`config.mk`:
```
export PLATFORM = sky130hd
export DESIGN_NAME = dpl_scheduler
export DESIGN_NICKNAME = d
export VERILOG_FILES = /design/src/dpl_pkg.sv /design/src/dpl_pin_sync.sv /design/src/dpl_scheduler.sv
export SDC_FILE = /design/constraint.sdc
export NUM_CORES = 1
export LEC_CHECK = 0
export ABC_AREA = 0
export BUFFER_PORTS_ARGS = -buffer_cell sky130_fd_sc_hd__buf_2
export CAP_MARGIN = 20
export CORE_MARGIN = 2
export CORE_UTILIZATION = 30
export CTS_BUF_LIST = sky130_fd_sc_hd__clkbuf_16
export DETAILED_ROUTE_END_ITERATION = 10
export PLACE_DENSITY = 0.51
export SYNTH_ARGS = -nofsm -noshare
export SYNTH_HDL_FRONTEND = slang
export SYNTH_SLANG_ARGS = --single-unit
export TNS_END_PERCENT = 100
```
`constraint.sdc`:
```
create_clock -name sys_clk_i -period 53.6 [get_ports sys_clk_i]
set_input_delay 2.68 -clock sys_clk_i [delete_from_list [all_inputs] [get_ports sys_clk_i]]
set_output_delay 2.68 -clock sys_clk_i [all_outputs]
set_load 0.03 [all_outputs]
```
`src/dpl_pkg.sv`:
```
/*
  Package of the drain-period lubricator scheduler: timing counts, limits,
  menu states and the display bundle.
  Assumes a single 50 MHz system clock shared by every user of the package.
*/
package dpl_pkg;

    // ------------------------------------------------------------------
    // Clock and time base
    // ------------------------------------------------------------------
    localparam int CLK_PERIOD_NS = 20;           // System clock period.
    localparam int TICK_NS = 1_000_000;          // One millisecond tick.
    localparam int TICK_CYCLES = TICK_NS / CLK_PERIOD_NS;
    localparam int MS_PER_S = 1000;              // Ticks per second.

    // ------------------------------------------------------------------
    // Drain period limits and interval arithmetic
    // ------------------------------------------------------------------
    localparam logic [5:0] DRAIN_MIN = 6'h01;    // Lowest month value.
    localparam logic [5:0] DRAIN_MAX = 6'h24;    // Highest month value, 36.
    localparam logic [5:0] DRAIN_RESET = 6'h06;  // Default, 6 months.
    localparam logic [15:0] HOURS_PER_MONTH = 16'h02DC;    // 30.5 d * 24 h.
    localparam logic [27:0] SEC_PER_MONTH = 28'h0283540;   // 2635072 s, 128 s short of 732 h * 3600 s.
    localparam logic [27:0] STROKES_SMALL = 28'h000030C;   // 780 strokes.
    localparam logic [27:0] STROKES_LARGE = 28'h0000618;   // 1560 strokes.

    // ------------------------------------------------------------------
    // Burst timing in seconds
    // ------------------------------------------------------------------
    localparam int STROKE_S = 17;                // Longest stroke time.
    localparam int RELAX_S = 2;                  // Relaxation after stroke.

    // ------------------------------------------------------------------
    // Menu timing in milliseconds
    // ------------------------------------------------------------------
    localparam int ENTER_HOLD_MS = 3000;         // Key hold to reach label.
    localparam int FLASH_HALF_MS = 250;          // Half period of a flash.
    localparam int FLASH_PHASES = 4;             // Two on/off flashes.
    localparam int DECIDE_MS = 5000;             // Wait for a change request.
    localparam int REPLACE_GAP_MS = 1000;        // Brief removal window.
    localparam int AUTO_FIRST_MS = 800;          // First auto-advance step.
    localparam int AUTO_MIN_MS = 150;            // Fastest auto-advance step.
    localparam int AUTO_DEC_MS = 50;             // Shortening per step.

    // ------------------------------------------------------------------
    // Menu states, Gray coded along the usual path
    // ------------------------------------------------------------------
    typedef enum logic [3:0] {
        ST_IDLE = 4'h0,
        ST_HOLD = 4'h1,
        ST_LABEL = 4'h3,
        ST_ENTRY_OK = 4'h2,
        ST_SHOW_MODE = 4'h6,
        ST_SHOW_VAL = 4'h7,
        ST_EDIT = 4'h5,
        ST_GAP = 4'h4,
        ST_COMMIT_OK = 4'hC,
        ST_KEEP_OK = 4'hD
    } dpl_state_type;

    // Everything the display shows, moved as one bundle.
    typedef struct packed {
        logic settings_label;                    // Settings label lit.
        logic mode_icon;                         // Active mode shown.
        logic dbl_circle;                        // Key-present symbol.
        logic hook;                              // Confirmation hook.
        logic blank;                             // Flash off phase.
        logic show_pressure;                     // Pressure instead of value.
        logic [5:0] value;                       // Months shown.
        logic [7:0] pressure;                    // Back pressure shown.
    } dpl_disp_type;

endpackage : dpl_pkg

```
`src/dpl_pin_sync.sv`:
```
/*
  Three-stage synchroniser for one pin with level agreement and edge pulses.
  Assumes the pin is asynchronous to sys_clk_i and bounces no faster than
  two clock cycles.
*/
`timescale 1ns/1ps
`default_nettype none

module dpl_pin_sync (
    // Clock and reset
    input wire logic sys_clk_i,
    input wire logic nrst_i,
    // Pin side
    input wire logic pin_i,
    // Clean side
    output logic level_o,
    output logic rise_o,
    output logic fall_o
);

    // ------------------------------------------------------------------
    // Sampling chain
    // ------------------------------------------------------------------
    logic s1_r;  // First stage, read only by the second.
    logic s2_r;  // Second stage.
    logic s3_r;  // Third stage.

    // The level only moves once the second and third stages agree, so a
    // single metastable sample cannot produce a false edge.
    always_ff @(posedge sys_clk_i) begin
        if (!nrst_i) begin
            s1_r <= 1'b0;
            s2_r <= 1'b0;
            s3_r <= 1'b0;
        end else begin
            s1_r <= pin_i;
            s2_r <= s1_r;
            s3_r <= s2_r;
        end
    end

    // Agreed level and one-cycle edge pulses.
    always_ff @(posedge sys_clk_i) begin
        if (!nrst_i) begin
            level_o <= 1'b0;
            rise_o <= 1'b0;
            fall_o <= 1'b0;
        end else begin
            rise_o <= 1'b0;
            fall_o <= 1'b0;
            if (s2_r == s3_r && s3_r != level_o) begin
                level_o <= s3_r;
                rise_o <= s3_r;
                fall_o <= !s3_r;
            end
        end
    end

endmodule : dpl_pin_sync
`default_nettype wire

```
`src/dpl_scheduler.sv`:
```
/*
  Drain-period lubrication scheduler with its single-key settings menu.
  Assumes a 50 MHz clock, a key sensor pin asynchronous to it, and status
  and pressure inputs produced by logic on the same clock.
*/
`timescale 1ns/1ps
`default_nettype none

module dpl_scheduler import dpl_pkg::*; #(
    parameter int TICK_DIV = TICK_CYCLES,        // Clock cycles per ms tick.
    parameter int TICKS_PER_S = MS_PER_S,        // Ticks per second.
    parameter int STROKE_TIME_S = STROKE_S,      // Stroke time, at most 17.
    parameter int AUTO_FIRST = AUTO_FIRST_MS,    // First auto step, ms.
    parameter int AUTO_MIN = AUTO_MIN_MS,        // Fastest auto step, ms.
    parameter int AUTO_DEC = AUTO_DEC_MS         // Step shortening, ms.
) (
    // Clock and reset
    input wire logic sys_clk_i,
    input wire logic nrst_i,
    // Key sensor pin
    input wire logic key_i,
    // Device status
    input wire logic switched_on_i,
    input wire logic fault_i,
    input wire logic supply_ok_i,
    input wire logic cartridge_i,
    input wire logic drain_mode_i,
    input wire logic large_cart_i,
    input wire logic [7:0] pressure_i,
    // Pump control
    output logic pump_burst_o,
    output logic relax_o,
    output logic cycle_restart_o,
    // Settings and display
    output logic [5:0] drain_period_months_o,
    output logic [7:0] burst_interval_hours_o,
    output logic menu_active_o,
    output dpl_disp_type disp_o
);

    // ------------------------------------------------------------------
    // Key synchroniser
    // ------------------------------------------------------------------
    logic key_on;    // Key present on the action area.
    logic key_rise;  // Key just arrived.
    logic key_fall;  // Key just left.

    dpl_pin_sync u_key_sync (
        .sys_clk_i(sys_clk_i),
        .nrst_i(nrst_i),
        .pin_i(key_i),
        .level_o(key_on),
        .rise_o(key_rise),
        .fall_o(key_fall)
    );

    // ------------------------------------------------------------------
    // Time base: millisecond and second enables
    // ------------------------------------------------------------------
    logic [15:0] div_r;   // Clock cycles within one ms.
    logic [9:0] ms_cnt_r; // Milliseconds within one second.
    logic ms_tick;        // One-cycle ms enable.
    logic s_tick;         // One-cycle second enable.

    assign ms_tick = (div_r == 16'(TICK_DIV - 1));
    assign s_tick = ms_tick && (ms_cnt_r == 10'(TICKS_PER_S - 1));

    // Free-running dividers; the scheduler never stops the time base.
    always_ff @(posedge sys_clk_i) begin
        if (!nrst_i) begin
            div_r <= 16'h0000;
            ms_cnt_r <= 10'h000;
        end else if (ms_tick) begin
            div_r <= 16'h0000;
            ms_cnt_r <= s_tick ? 10'h000 : ms_cnt_r + 10'h001;
        end else begin
            div_r <= div_r + 16'h0001;
        end
    end

    // ------------------------------------------------------------------
    // Drain period and derived interval
    // ------------------------------------------------------------------
    logic [5:0] drain_r;     // Active drain period in months.
    logic [5:0] cand_r;      // Candidate shown while editing.
    logic [27:0] strokes;    // Strokes per cartridge.
    logic [19:0] interval_s; // Interval between bursts in seconds.
    logic [19:0] pause_s;    // Pause after the burst in seconds.
    logic [7:0] hours;       // Interval in whole hours, rounded down.
    logic [27:0] prod_s;     // Months times seconds per month.
    logic [15:0] prod_h;     // Months times hours per month.

    // Interval = months * 30.5 d * 24 h / strokes per cartridge.
    always_comb begin
        strokes = large_cart_i ? STROKES_LARGE : STROKES_SMALL;
        prod_s = 28'(drain_r) * SEC_PER_MONTH;
        prod_h = 16'(drain_r) * HOURS_PER_MONTH;
        interval_s = 20'(prod_s / strokes);
        hours = 8'(28'(prod_h) / strokes);
        pause_s = interval_s - 20'(STROKE_TIME_S);
    end

    // Next value while stepping, wrapping past the top of the range.
    function automatic logic [5:0] step_up(input logic [5:0] v);
        if (v >= DRAIN_MAX) begin
            step_up = DRAIN_MIN;
        end else begin
            step_up = v + 6'h01;
        end
    endfunction : step_up

    // ------------------------------------------------------------------
    // Menu state machine
    // ------------------------------------------------------------------
    dpl_state_type state_r;
    dpl_state_type state_nxt;
    logic [15:0] tmr_r;      // Milliseconds spent in the state or step.
    logic [15:0] step_r;     // Current auto-advance step length.
    logic [2:0] flash_r;     // Flash half periods done.
    logic flash_done;        // Both flashes finished.
    logic advance;           // Candidate moves up by one.
    logic commit;            // Candidate becomes the drain period.
    logic allowed;           // Menu may run at all.

    assign flash_done = (flash_r == 3'(FLASH_PHASES));
    assign allowed = switched_on_i && !fault_i;

    // Next state and the one-cycle actions that go with it.
    always_comb begin
        state_nxt = state_r;
        advance = 1'b0;
        commit = 1'b0;
        case (state_r)
            ST_IDLE: begin
                if (key_rise && allowed) begin
                    state_nxt = ST_HOLD;
                end
            end
            ST_HOLD: begin
                if (!key_on) begin
                    state_nxt = ST_IDLE;
                end else if (tmr_r >= 16'(ENTER_HOLD_MS)) begin
                    state_nxt = ST_LABEL;
                end
            end
            ST_LABEL: begin
                if (key_fall) begin
                    state_nxt = ST_ENTRY_OK;
                end
            end
            ST_ENTRY_OK: begin
                if (flash_done) begin
                    state_nxt = ST_SHOW_MODE;
                end
            end
            ST_SHOW_MODE: begin
                // Other modes are not edited here; leave straight away.
                if (flash_done) begin
                    state_nxt = drain_mode_i ? ST_SHOW_VAL : ST_IDLE;
                end
            end
            ST_SHOW_VAL: begin
                if (key_rise) begin
                    state_nxt = ST_EDIT;
                    advance = 1'b1;
                end else if (tmr_r >= 16'(DECIDE_MS)) begin
                    state_nxt = ST_KEEP_OK;
                end
            end
            ST_EDIT: begin
                if (key_fall) begin
                    state_nxt = ST_GAP;
                end else if (tmr_r >= step_r) begin
                    advance = 1'b1;
                end
            end
            ST_GAP: begin
                if (key_rise) begin
                    state_nxt = ST_EDIT;
                    advance = 1'b1;
                end else if (tmr_r >= 16'(REPLACE_GAP_MS)) begin
                    state_nxt = ST_COMMIT_OK;
                    commit = 1'b1;
                end
            end
            ST_COMMIT_OK, ST_KEEP_OK: begin
                if (flash_done) begin
                    state_nxt = ST_IDLE;
                end
            end
            default: begin
                state_nxt = ST_IDLE;
            end
        endcase
        // Switching off or a fault abandons the menu without a commit.
        if (!allowed && state_r != ST_IDLE) begin
            state_nxt = ST_IDLE;
            commit = 1'b0;
            advance = 1'b0;
        end
    end

    // State register.
    always_ff @(posedge sys_clk_i) begin
        if (!nrst_i) begin
            state_r <= ST_IDLE;
        end else begin
            state_r <= state_nxt;
        end
    end

    // Millisecond timer, restarted on every state change and every step.
    always_ff @(posedge sys_clk_i) begin
        if (!nrst_i) begin
            tmr_r <= 16'h0000;
        end else if (state_nxt != state_r || advance) begin
            tmr_r <= 16'h0000;
        end else if (ms_tick && tmr_r != 16'hFFFF) begin
            tmr_r <= tmr_r + 16'h0001;
        end
    end

    // Flash counter for the twofold confirmation flash.
    always_ff @(posedge sys_clk_i) begin
        if (!nrst_i) begin
            flash_r <= 3'h0;
        end else if (state_nxt != state_r) begin
            flash_r <= 3'h0;
        end else if (ms_tick && !flash_done && tmr_r >= 16'(FLASH_HALF_MS) * 16'(flash_r + 3'h1)) begin
            flash_r <= flash_r + 3'h1;
        end
    end

    // Auto-advance step: starts slow and shortens with each value, so a
    // long hold crosses the range quickly yet the first values are easy
    // to catch.
    always_ff @(posedge sys_clk_i) begin
        if (!nrst_i) begin
            step_r <= 16'(AUTO_FIRST);
        end else if (state_r != ST_EDIT) begin
            step_r <= 16'(AUTO_FIRST);
        end else if (advance && step_r >= 16'(AUTO_MIN + AUTO_DEC)) begin
            step_r <= step_r - 16'(AUTO_DEC);
        end
    end

    // Candidate value, seeded from the active period on the first step up from the value display.
    always_ff @(posedge sys_clk_i) begin
        if (!nrst_i) begin
            cand_r <= DRAIN_RESET;
        end else if (advance) begin
            cand_r <= step_up(state_r == ST_SHOW_VAL ? drain_r : cand_r);
        end
    end

    // Active drain period; only whole months in range are ever stored.
    always_ff @(posedge sys_clk_i) begin
        if (!nrst_i) begin
            drain_r <= DRAIN_RESET;
        end else if (commit && cand_r >= DRAIN_MIN && cand_r <= DRAIN_MAX) begin
            drain_r <= cand_r;
        end
    end

    // ------------------------------------------------------------------
    // Burst and pause sequencer
    // ------------------------------------------------------------------
    logic [19:0] sec_r;   // Seconds since the current burst began.
    logic run_ok;         // Ready to lubricate.
    logic restart;        // Start a fresh lubrication cycle now.
    logic in_stroke;      // Within the single stroke.
    logic in_relax;       // Within the relaxation time.

    assign run_ok = switched_on_i && !fault_i && supply_ok_i && cartridge_i;
    assign restart = commit && supply_ok_i && cartridge_i;
    assign in_stroke = (sec_r < 20'(STROKE_TIME_S));
    assign in_relax = !in_stroke && (sec_r < 20'(STROKE_TIME_S + RELAX_S));

    // The cycle is one stroke followed by the pause; the relaxation time
    // is spent inside the pause. A restart drops any burst in progress.
    always_ff @(posedge sys_clk_i) begin
        if (!nrst_i) begin
            sec_r <= 20'h00000;
        end else if (restart) begin
            sec_r <= 20'h00000;
        end else if (run_ok && s_tick) begin
            if (sec_r >= 20'(STROKE_TIME_S) + pause_s - 20'h00001) begin
                sec_r <= 20'h00000;
            end else begin
                sec_r <= sec_r + 20'h00001;
            end
        end
    end

    // Pump outputs, registered and held off whenever not ready.
    always_ff @(posedge sys_clk_i) begin
        if (!nrst_i) begin
            pump_burst_o <= 1'b0;
            relax_o <= 1'b0;
            cycle_restart_o <= 1'b0;
        end else begin
            pump_burst_o <= run_ok && !restart && in_stroke;
            relax_o <= run_ok && !restart && in_relax;
            cycle_restart_o <= restart;
        end
    end

    // ------------------------------------------------------------------
    // Back pressure per stroke
    // ------------------------------------------------------------------
    logic [7:0] press_r;  // Latest pressure of the running stroke.

    // Sampled each ms during the stroke and held through the relaxation,
    // so each stroke shows its own reading.
    always_ff @(posedge sys_clk_i) begin
        if (!nrst_i) begin
            press_r <= 8'h00;
        end else if (pump_burst_o && ms_tick) begin
            press_r <= pressure_i;
        end
    end

    // ------------------------------------------------------------------
    // Display and status outputs
    // ------------------------------------------------------------------
    dpl_disp_type disp_nxt;
    logic confirming;     // A flash sequence is running.

    assign confirming = (state_r == ST_ENTRY_OK) || (state_r == ST_SHOW_MODE)
        || (state_r == ST_COMMIT_OK) || (state_r == ST_KEEP_OK);

    // Display contents as a function of the menu state.
    always_comb begin
        disp_nxt = '0;
        disp_nxt.value = drain_r;
        disp_nxt.pressure = press_r;
        disp_nxt.dbl_circle = key_on && (state_r == ST_HOLD || state_r == ST_LABEL
            || state_r == ST_EDIT);
        disp_nxt.settings_label = (state_r == ST_LABEL);
        disp_nxt.mode_icon = (state_r == ST_SHOW_MODE);
        disp_nxt.hook = confirming;
        disp_nxt.blank = confirming && flash_r[0];
        if (state_r == ST_EDIT || state_r == ST_GAP || state_r == ST_COMMIT_OK) begin
            disp_nxt.value = cand_r;
        end
        if (state_r == ST_IDLE && (pump_burst_o || relax_o)) begin
            disp_nxt.show_pressure = 1'b1;
        end
    end

    // Registered outputs.
    always_ff @(posedge sys_clk_i) begin
        if (!nrst_i) begin
            disp_o <= '0;
            drain_period_months_o <= DRAIN_RESET;
            burst_interval_hours_o <= 8'h00;
            menu_active_o <= 1'b0;
        end else begin
            disp_o <= disp_nxt;
            drain_period_months_o <= drain_r;
            burst_interval_hours_o <= hours;
            menu_active_o <= (state_nxt != ST_IDLE);
        end
    end

endmodule : dpl_scheduler
`default_nettype wire

```
==> results.md, run 1 <==
* Outcome: complete, no violations
* Vias in the first global route at 28.4k
* RSZ-0062 raised after global routing: false
* Crit share post-route at 0.928
* Grt ovf at 0
* CTS max path bufs at 2
* CTS sink count at 147
* Fin. max-slew vios at 0
* Synth Flop Type: dfxtp_1
* Period minus WS final at 49.75 ns
* F_max at 20.1 MHz
* Final Setup Violations at 0
* GPL Wtd Cong at 0.876
* DP Area at 0.0307 sq mm
* Worst-path clk slew at 0.06 ns
* Hold buffers post-CTS at 0
* Drt wl/cell at 18.2 um
* Root buffer cell: clkbuf_16
* Clock Latency Late Sink at 0.44 ns
* Synth cell types at 133
* Post-route cell area at 0.0315 sq mm
* Post-synth EDFFs at 0
* CTS tree: done
* Mean Syn Cell Area at 7.32 sq um
* First-pass GRT wire length at 154 mm
* Max cap viols at 0
* Largest net degree at the start of global routing at 46
* Sequential standard cell area at 0.00294 sq mm
* Kind of critical path: reg2reg
* Share of layout cells above drive strength 1 at 0.0932
* Port Buffers at 53
* Row count at 114
* All-layer global routing usage at 0.185
* Worst path slowest cell: or4b_4
* Routed wire length at 95.5 mm
* Sequential area share after synthesis at 0.101
* Synth Cell Area at 0.0291 sq mm
* Final ANT Viol Nets at 0
* Mapped Cells at 3,978
* Drt first-iter violations at 1,863
* Die height at 316 um
* Critical path data arrival time at 50.12 ns
* # fillers at 10.6k
* Die Area at 0.0996 sq mm
* Pre-antenna DRT Iters at 6
* Least-Margin Pin Slew at 1.11 ns
* Startpoint Class: flip-flop
* Critical Path Fanout Max at 28
* Clock Skew at 0.0179 ns
* Starting density of the core at 0.302
* Warnings, synthesis at 0
* Kind of end point of the critical path: flip-flop
* Slew headroom at 0.256
* DR DRC count at 0
* Worst hold slack at 0.442 ns
* Hold Violations, Final at 0
* Chip Width at 316 um
* Via count at 30.0k
* IO Count at 55
* ANT cells at 0
* CTS H-tree lvls at 4
* Data required, critical path at 53.97 ns
* Area occupied by multi-input gates at 0.0250 sq mm
* P&R area growth vs syn at 8.04%
* Async set-reset flop share out of synthesis at 0
* Syn_nets at 4,253
* Final setup TNS at 0 ns
* Final #Nets at 4,235
* DR vias/cell at 5.72
* HP Class: reg2reg
* CP dominant cell by count: ha_1
* Antenna violations before repair at 0
* DPL Wire Length at 76.3 mm
* #FFs+latches synth at 147
* Core region area at 0.0964 sq mm
* Layout Cells excl Fill at 5,248
* # placed instances at 5,203
* TritonCTS Buffers at 17
* Crit-path max cell delay at 0.68 ns
## synthesized netlist by cell type, types with 15 or more instances
library cell | n | area (sq um)
o22ai_1 | 16 | 100
nand3_1 | 154 | 771
o21ai_1 | 37 | 185
nor4_1 | 52 | 325
nand4b_1 | 16 | 140
or4_1 | 30 | 225
nor2_1 | 418 | 1570
o211ai_1 | 52 | 390
nand3b_1 | 16 | 120
ha_1 | 230 | 2880
a211oi_1 | 50 | 375
a2111oi_0 | 23 | 201
o21a_1 | 30 | 225
and3_1 | 46 | 288
xnor2_1 | 244 | 2140
xor2_1 | 142 | 1240
buf_2 | 35 | 175
nor4b_1 | 18 | 158
nor2b_1 | 49 | 307
and2_1 | 71 | 444
inv_1 | 186 | 698
o21ai_0 | 144 | 721
a31oi_1 | 64 | 400
o211a_1 | 25 | 250
nand2b_1 | 55 | 344
dfxtp_1 | 147 | 2940
o2111ai_1 | 25 | 219
mux2i_1 | 74 | 741
a21oi_1 | 238 | 1190
o31ai_1 | 30 | 225
and4_1 | 23 | 201
fa_1 | 28 | 561
a211o_1 | 32 | 280
nand4_1 | 68 | 425
a21o_1 | 58 | 435
clkbuf_1 | 87 | 327
o31a_1 | 15 | 131
mux2_2 | 16 | 180
or2_2 | 49 | 307
nor3_1 | 129 | 646
nand2_1 | 289 | 1080
a41oi_1 | 16 | 140
or3_1 | 47 | 294
## final timing paths
path                         from         endpoint  slack [ns]  cells after the start
setup / recovery       drain_r[0]         sec_r[0]        3.85                    213
hold / removal    u_key_sync.s1_r  u_key_sync.s2_r        0.44                      1
setup reg to reg       drain_r[0]         sec_r[0]        3.85                    213
hold reg to reg   u_key_sync.s1_r  u_key_sync.s2_r        0.44                      1
## cell families after synthesis
kind of cell    share of synthesized area
simple gates                        0.297
other cells                      0.000129
buf+inv                            0.0469
mux                                0.0339
xor+xnor                            0.118
compound gates                      0.283
flops                               0.101
fa+ha+maj                           0.119
## layer usage
layer	vias to the layer above	GRT usage	wire, um
met2	713	0.316	44600
met1	14300	0.257	46400
met4	0	0.0340	1370
li1	14900	-	-
met3	100	0.0109	3140
met5	-	0	0
## repair_timing
| action | 4_1_cts | 5_1_grt |
|---|---|---|
| buffers inserted | 0 | 14 |
| resized for setup | 0 | 32 |
| setup endpoints to repair | 0 | 20 |
## through the flow
stage,util,setup WS [ns]
6_report,0.326,3.85
5_1_grt,0.326,0.0184
4_1_cts,0.324,0.371
3_5_place_dp,0.318,0.593
3_3_place_gp,0.318,2.43
2_1_floorplan,-,6.52
## state kept, by name (all words and copies together), names as in the netlist, 3 cells and up
name	cells
sec_r	20
disp_o	20
flash_r	3
step_r	15
drain_r	6
state_r	4
div_r	16
ms_cnt_r	10
drain_period_months_o	6
tmr_r	16
burst_interval_hours_o	7
cand_r	6
press_r	8
## cell type report
type                            count  share of cell area
Multi-Input combinational cell   3498               0.794
Sequential cell                   147              0.0935
Tap cell                         1276              0.0507
Inverter                          187              0.0223
Timing Repair Buffer              109              0.0219
Clock buffer                       17              0.0135
Clock inverter                     14             0.00366
## cells in the final DEF (no fill, tap or decap), drive strengths merged, types with 34 or more instances in the layout
cell     synthesis  final
xnor2          244    244
nor2b           49     49
a2111oi         34     34
o21ai          184    184
a21o            58     58
or2             63     63
dfxtp          147    147
nand4           70     70
xor2           146    146
nor4            67     67
mux2i           74     74
a31oi           67     67
buf             59    109
nand2          294    294
and2            72     72
a21oi          245    245
or4             34     34
or3             48     48
nor2           421    421
inv            186    188
and3            46     46
nand3          157    157
nor3           135    135
nand2b          55     55
ha             230    230
o211ai          59     59
a211oi          60     60
## worst max-delay path, delay by kind of cell, from the launching register on
family,cells,cell delay [ns]
and+or+nand+nor,70,13.81
AOI/OAI and AO/OA,75,18.04
DFF,1,0.30
buffers and inverters,20,3.22
muxes,3,0.83
adders and majority gates,26,8.55
xor gates and xnor gates,19,4.81
Power of run 1 is left out: the tool's default activity adds up to more than one toggle a clock period on the data nets, which glitch-free logic cannot reach.
==> run 2, diff against run 1 <==
--- a/config.mk
+++ b/config.mk
@@ -8,11 +8,13 @@
 export ABC_AREA = 0
 export BUFFER_PORTS_ARGS = -buffer_cell sky130_fd_sc_hd__buf_2
 export CAP_MARGIN = 20
+export CELL_PAD_IN_SITES_DETAIL_PLACEMENT = 0
+export CELL_PAD_IN_SITES_GLOBAL_PLACEMENT = 2
 export CORE_MARGIN = 2
 export CORE_UTILIZATION = 30
 export CTS_BUF_LIST = sky130_fd_sc_hd__clkbuf_16
 export DETAILED_ROUTE_END_ITERATION = 10
-export PLACE_DENSITY = 0.51
+export PLACE_DENSITY = 0.74
 export SYNTH_ARGS = -nofsm -noshare
 export SYNTH_HDL_FRONTEND = slang
 export SYNTH_SLANG_ARGS = --single-unit
==> results.md, run 2 (synthesis gave the netlist of run 1 again) <==
* DPL Wire Length at 80.6 mm
* Clock Latency Late Sink at 0.44 ns
* Starting density of the core at 0.302
* Largest regs: disp_o x20, sec_r x20
* Grt ovf at 0
* Die height at 316 um
* Critical path data arrival time at 49.85 ns
* Max cap viols at 0
* Drt wl/cell at 19.1 um
* Kind of critical path: reg2reg
* Hold buffers post-CTS at 0
* Crit-path max cell delay at 0.67 ns
* Antenna violations before repair at 1
* Kind of end point of the critical path: flip-flop
* Final #Nets at 4,242
* Drt first-iter violations at 1,803
* IO Count at 55
* CP dominant cell by count: ha_1
* ANT cells at 0
* Via count at 29.9k
* Least-Margin Pin Slew at 1.04 ns
* P&R area growth vs syn at 8.71%
* DR vias/cell at 5.70
* Routed wire length at 100 mm
* Root buffer cell: clkbuf_16
* Clock Skew at 0.0161 ns
* Period minus WS final at 49.46 ns
* CTS sink count at 147
* Chip Width at 316 um
* Fin. max-slew vios at 0
* DR DRC count at 0
* Critical Path Fanout Max at 23
* Most frequent standard cell in the layout excluding fill and tap cells: nor2_1
* Vias in the first global route at 29.1k
* Slew headroom at 0.303
* Share of layout cells above drive strength 1 at 0.0980
* Hold Violations, Final at 0
* Largest net degree at the start of global routing at 46
* CTS H-tree lvls at 4
* # fillers at 10.6k
* CTS max path bufs at 2
* Most frequent cells in the layout: nor2_1 (416), nand2_1 (289), a21oi_1 (238), xnor2_1 (237), ha_1 (228)
* All-layer global routing usage at 0.196
* Final Setup Violations at 0
* Die Area at 0.0996 sq mm
* First-pass GRT wire length at 161 mm
* GPL Wtd Cong at 0.850
* Port Buffers at 53
* TritonCTS Buffers at 17
* Final ANT Viol Nets at 0
* Row count at 114
* Data required, critical path at 53.98 ns
* F_max at 20.2 MHz
* # placed instances at 5,211
* CTS tree: done
* DP Area at 0.0307 sq mm
* Layout Cells excl Fill at 5,256
* Worst path slowest cell: or4b_4
* Worst-path clk slew at 0.08 ns
* Outcome: complete, no violations
* Core region area at 0.0964 sq mm
* Startpoint Class: flip-flop
* Pre-antenna DRT Iters at 5
* HP Class: reg2reg
* Crit share post-route at 0.923
* Post-route cell area at 0.0317 sq mm
[run 2: cell types whose count changed in the layout (fill, tap and decap cells not counted), moves of 3 or more]
cell,before,now
clkinv_2,4,0
buf_4,57,64
xor2_1,142,139
clkinv_8,0,4
clkinv_1,4,1
inv_6,1,5
xor2_2,4,7
[run 2: final timing paths]
check	from	end	slack [ns]	cells after the start
worst min register to register	press_r[3]	press_r[3]	0.45	2
worst max register to register	drain_r[2]	sec_r[15]	4.14	204
worst min-delay path	press_r[3]	press_r[3]	0.45	2
worst max-delay path	drain_r[2]	sec_r[15]	4.14	204
[run 2: per-stage QoR]
| step | util | setup TNS (ns) | worst slack, ns | hold slack, ns |
|---|---|---|---|---|
| final | 0.328 | 0 | 4.14 | 0.450 |
| after CTS | 0.325 | 0 | 0.514 | 0.452 |
| after floorplan | - | 0 | 6.52 | 0.412 |
| after detailed placement | 0.319 | 0 | 0.807 | 0.440 |
| after global placement | 0.319 | 0 | 1.98 | 0.436 |
| after global routing | 0.328 | -0.0735 | -0.0315 | 0.467 |
[run 2: critical path, delay by kind of cell (launching register included)]
kind / cells / cell delay, ns
AOI/OAI and AO/OA: 67 / 16.69
xor gates and xnor gates: 19 / 4.74
muxes: 4 / 1.13
and+or+nand+nor: 73 / 15.20
DFF: 1 / 0.55
adders and majority gates: 26 / 8.86
buffers and inverters: 15 / 2.13
[run 2: final cells by class]
cell class              count  area (sq um)  share of cell area
multi-input cells        3498         25100               0.792
flip-flops and latches    147          2940              0.0930
well taps                1276          1600              0.0504
repair buffers            116           741              0.0234
inverters                 187           702              0.0222
clock buffers              17           425              0.0134
clock inverters            15           165             0.00522
[run 2: per-layer routing]
| metal | global-route usage | vias up | part of all wire |
|---|---|---|---|
| li1 | - | 14900 | - |
| met1 | 0.271 | 14300 | 0.49 |
| met2 | 0.330 | 592 | 0.46 |
| met3 | 0.0142 | 108 | 0.032 |
| met4 | 0.0424 | 0 | 0.016 |
| met5 | 0 | - | 0 |
[run 2: repair_timing]
action | CTS | global route
endpoints found under the setup margin | 0 | 20
gates resized for setup | 0 | 44
hold endpoints to repair | 0 | 0
setup buffers | 0 | 13
Power of run 2 is left out for the same reason.
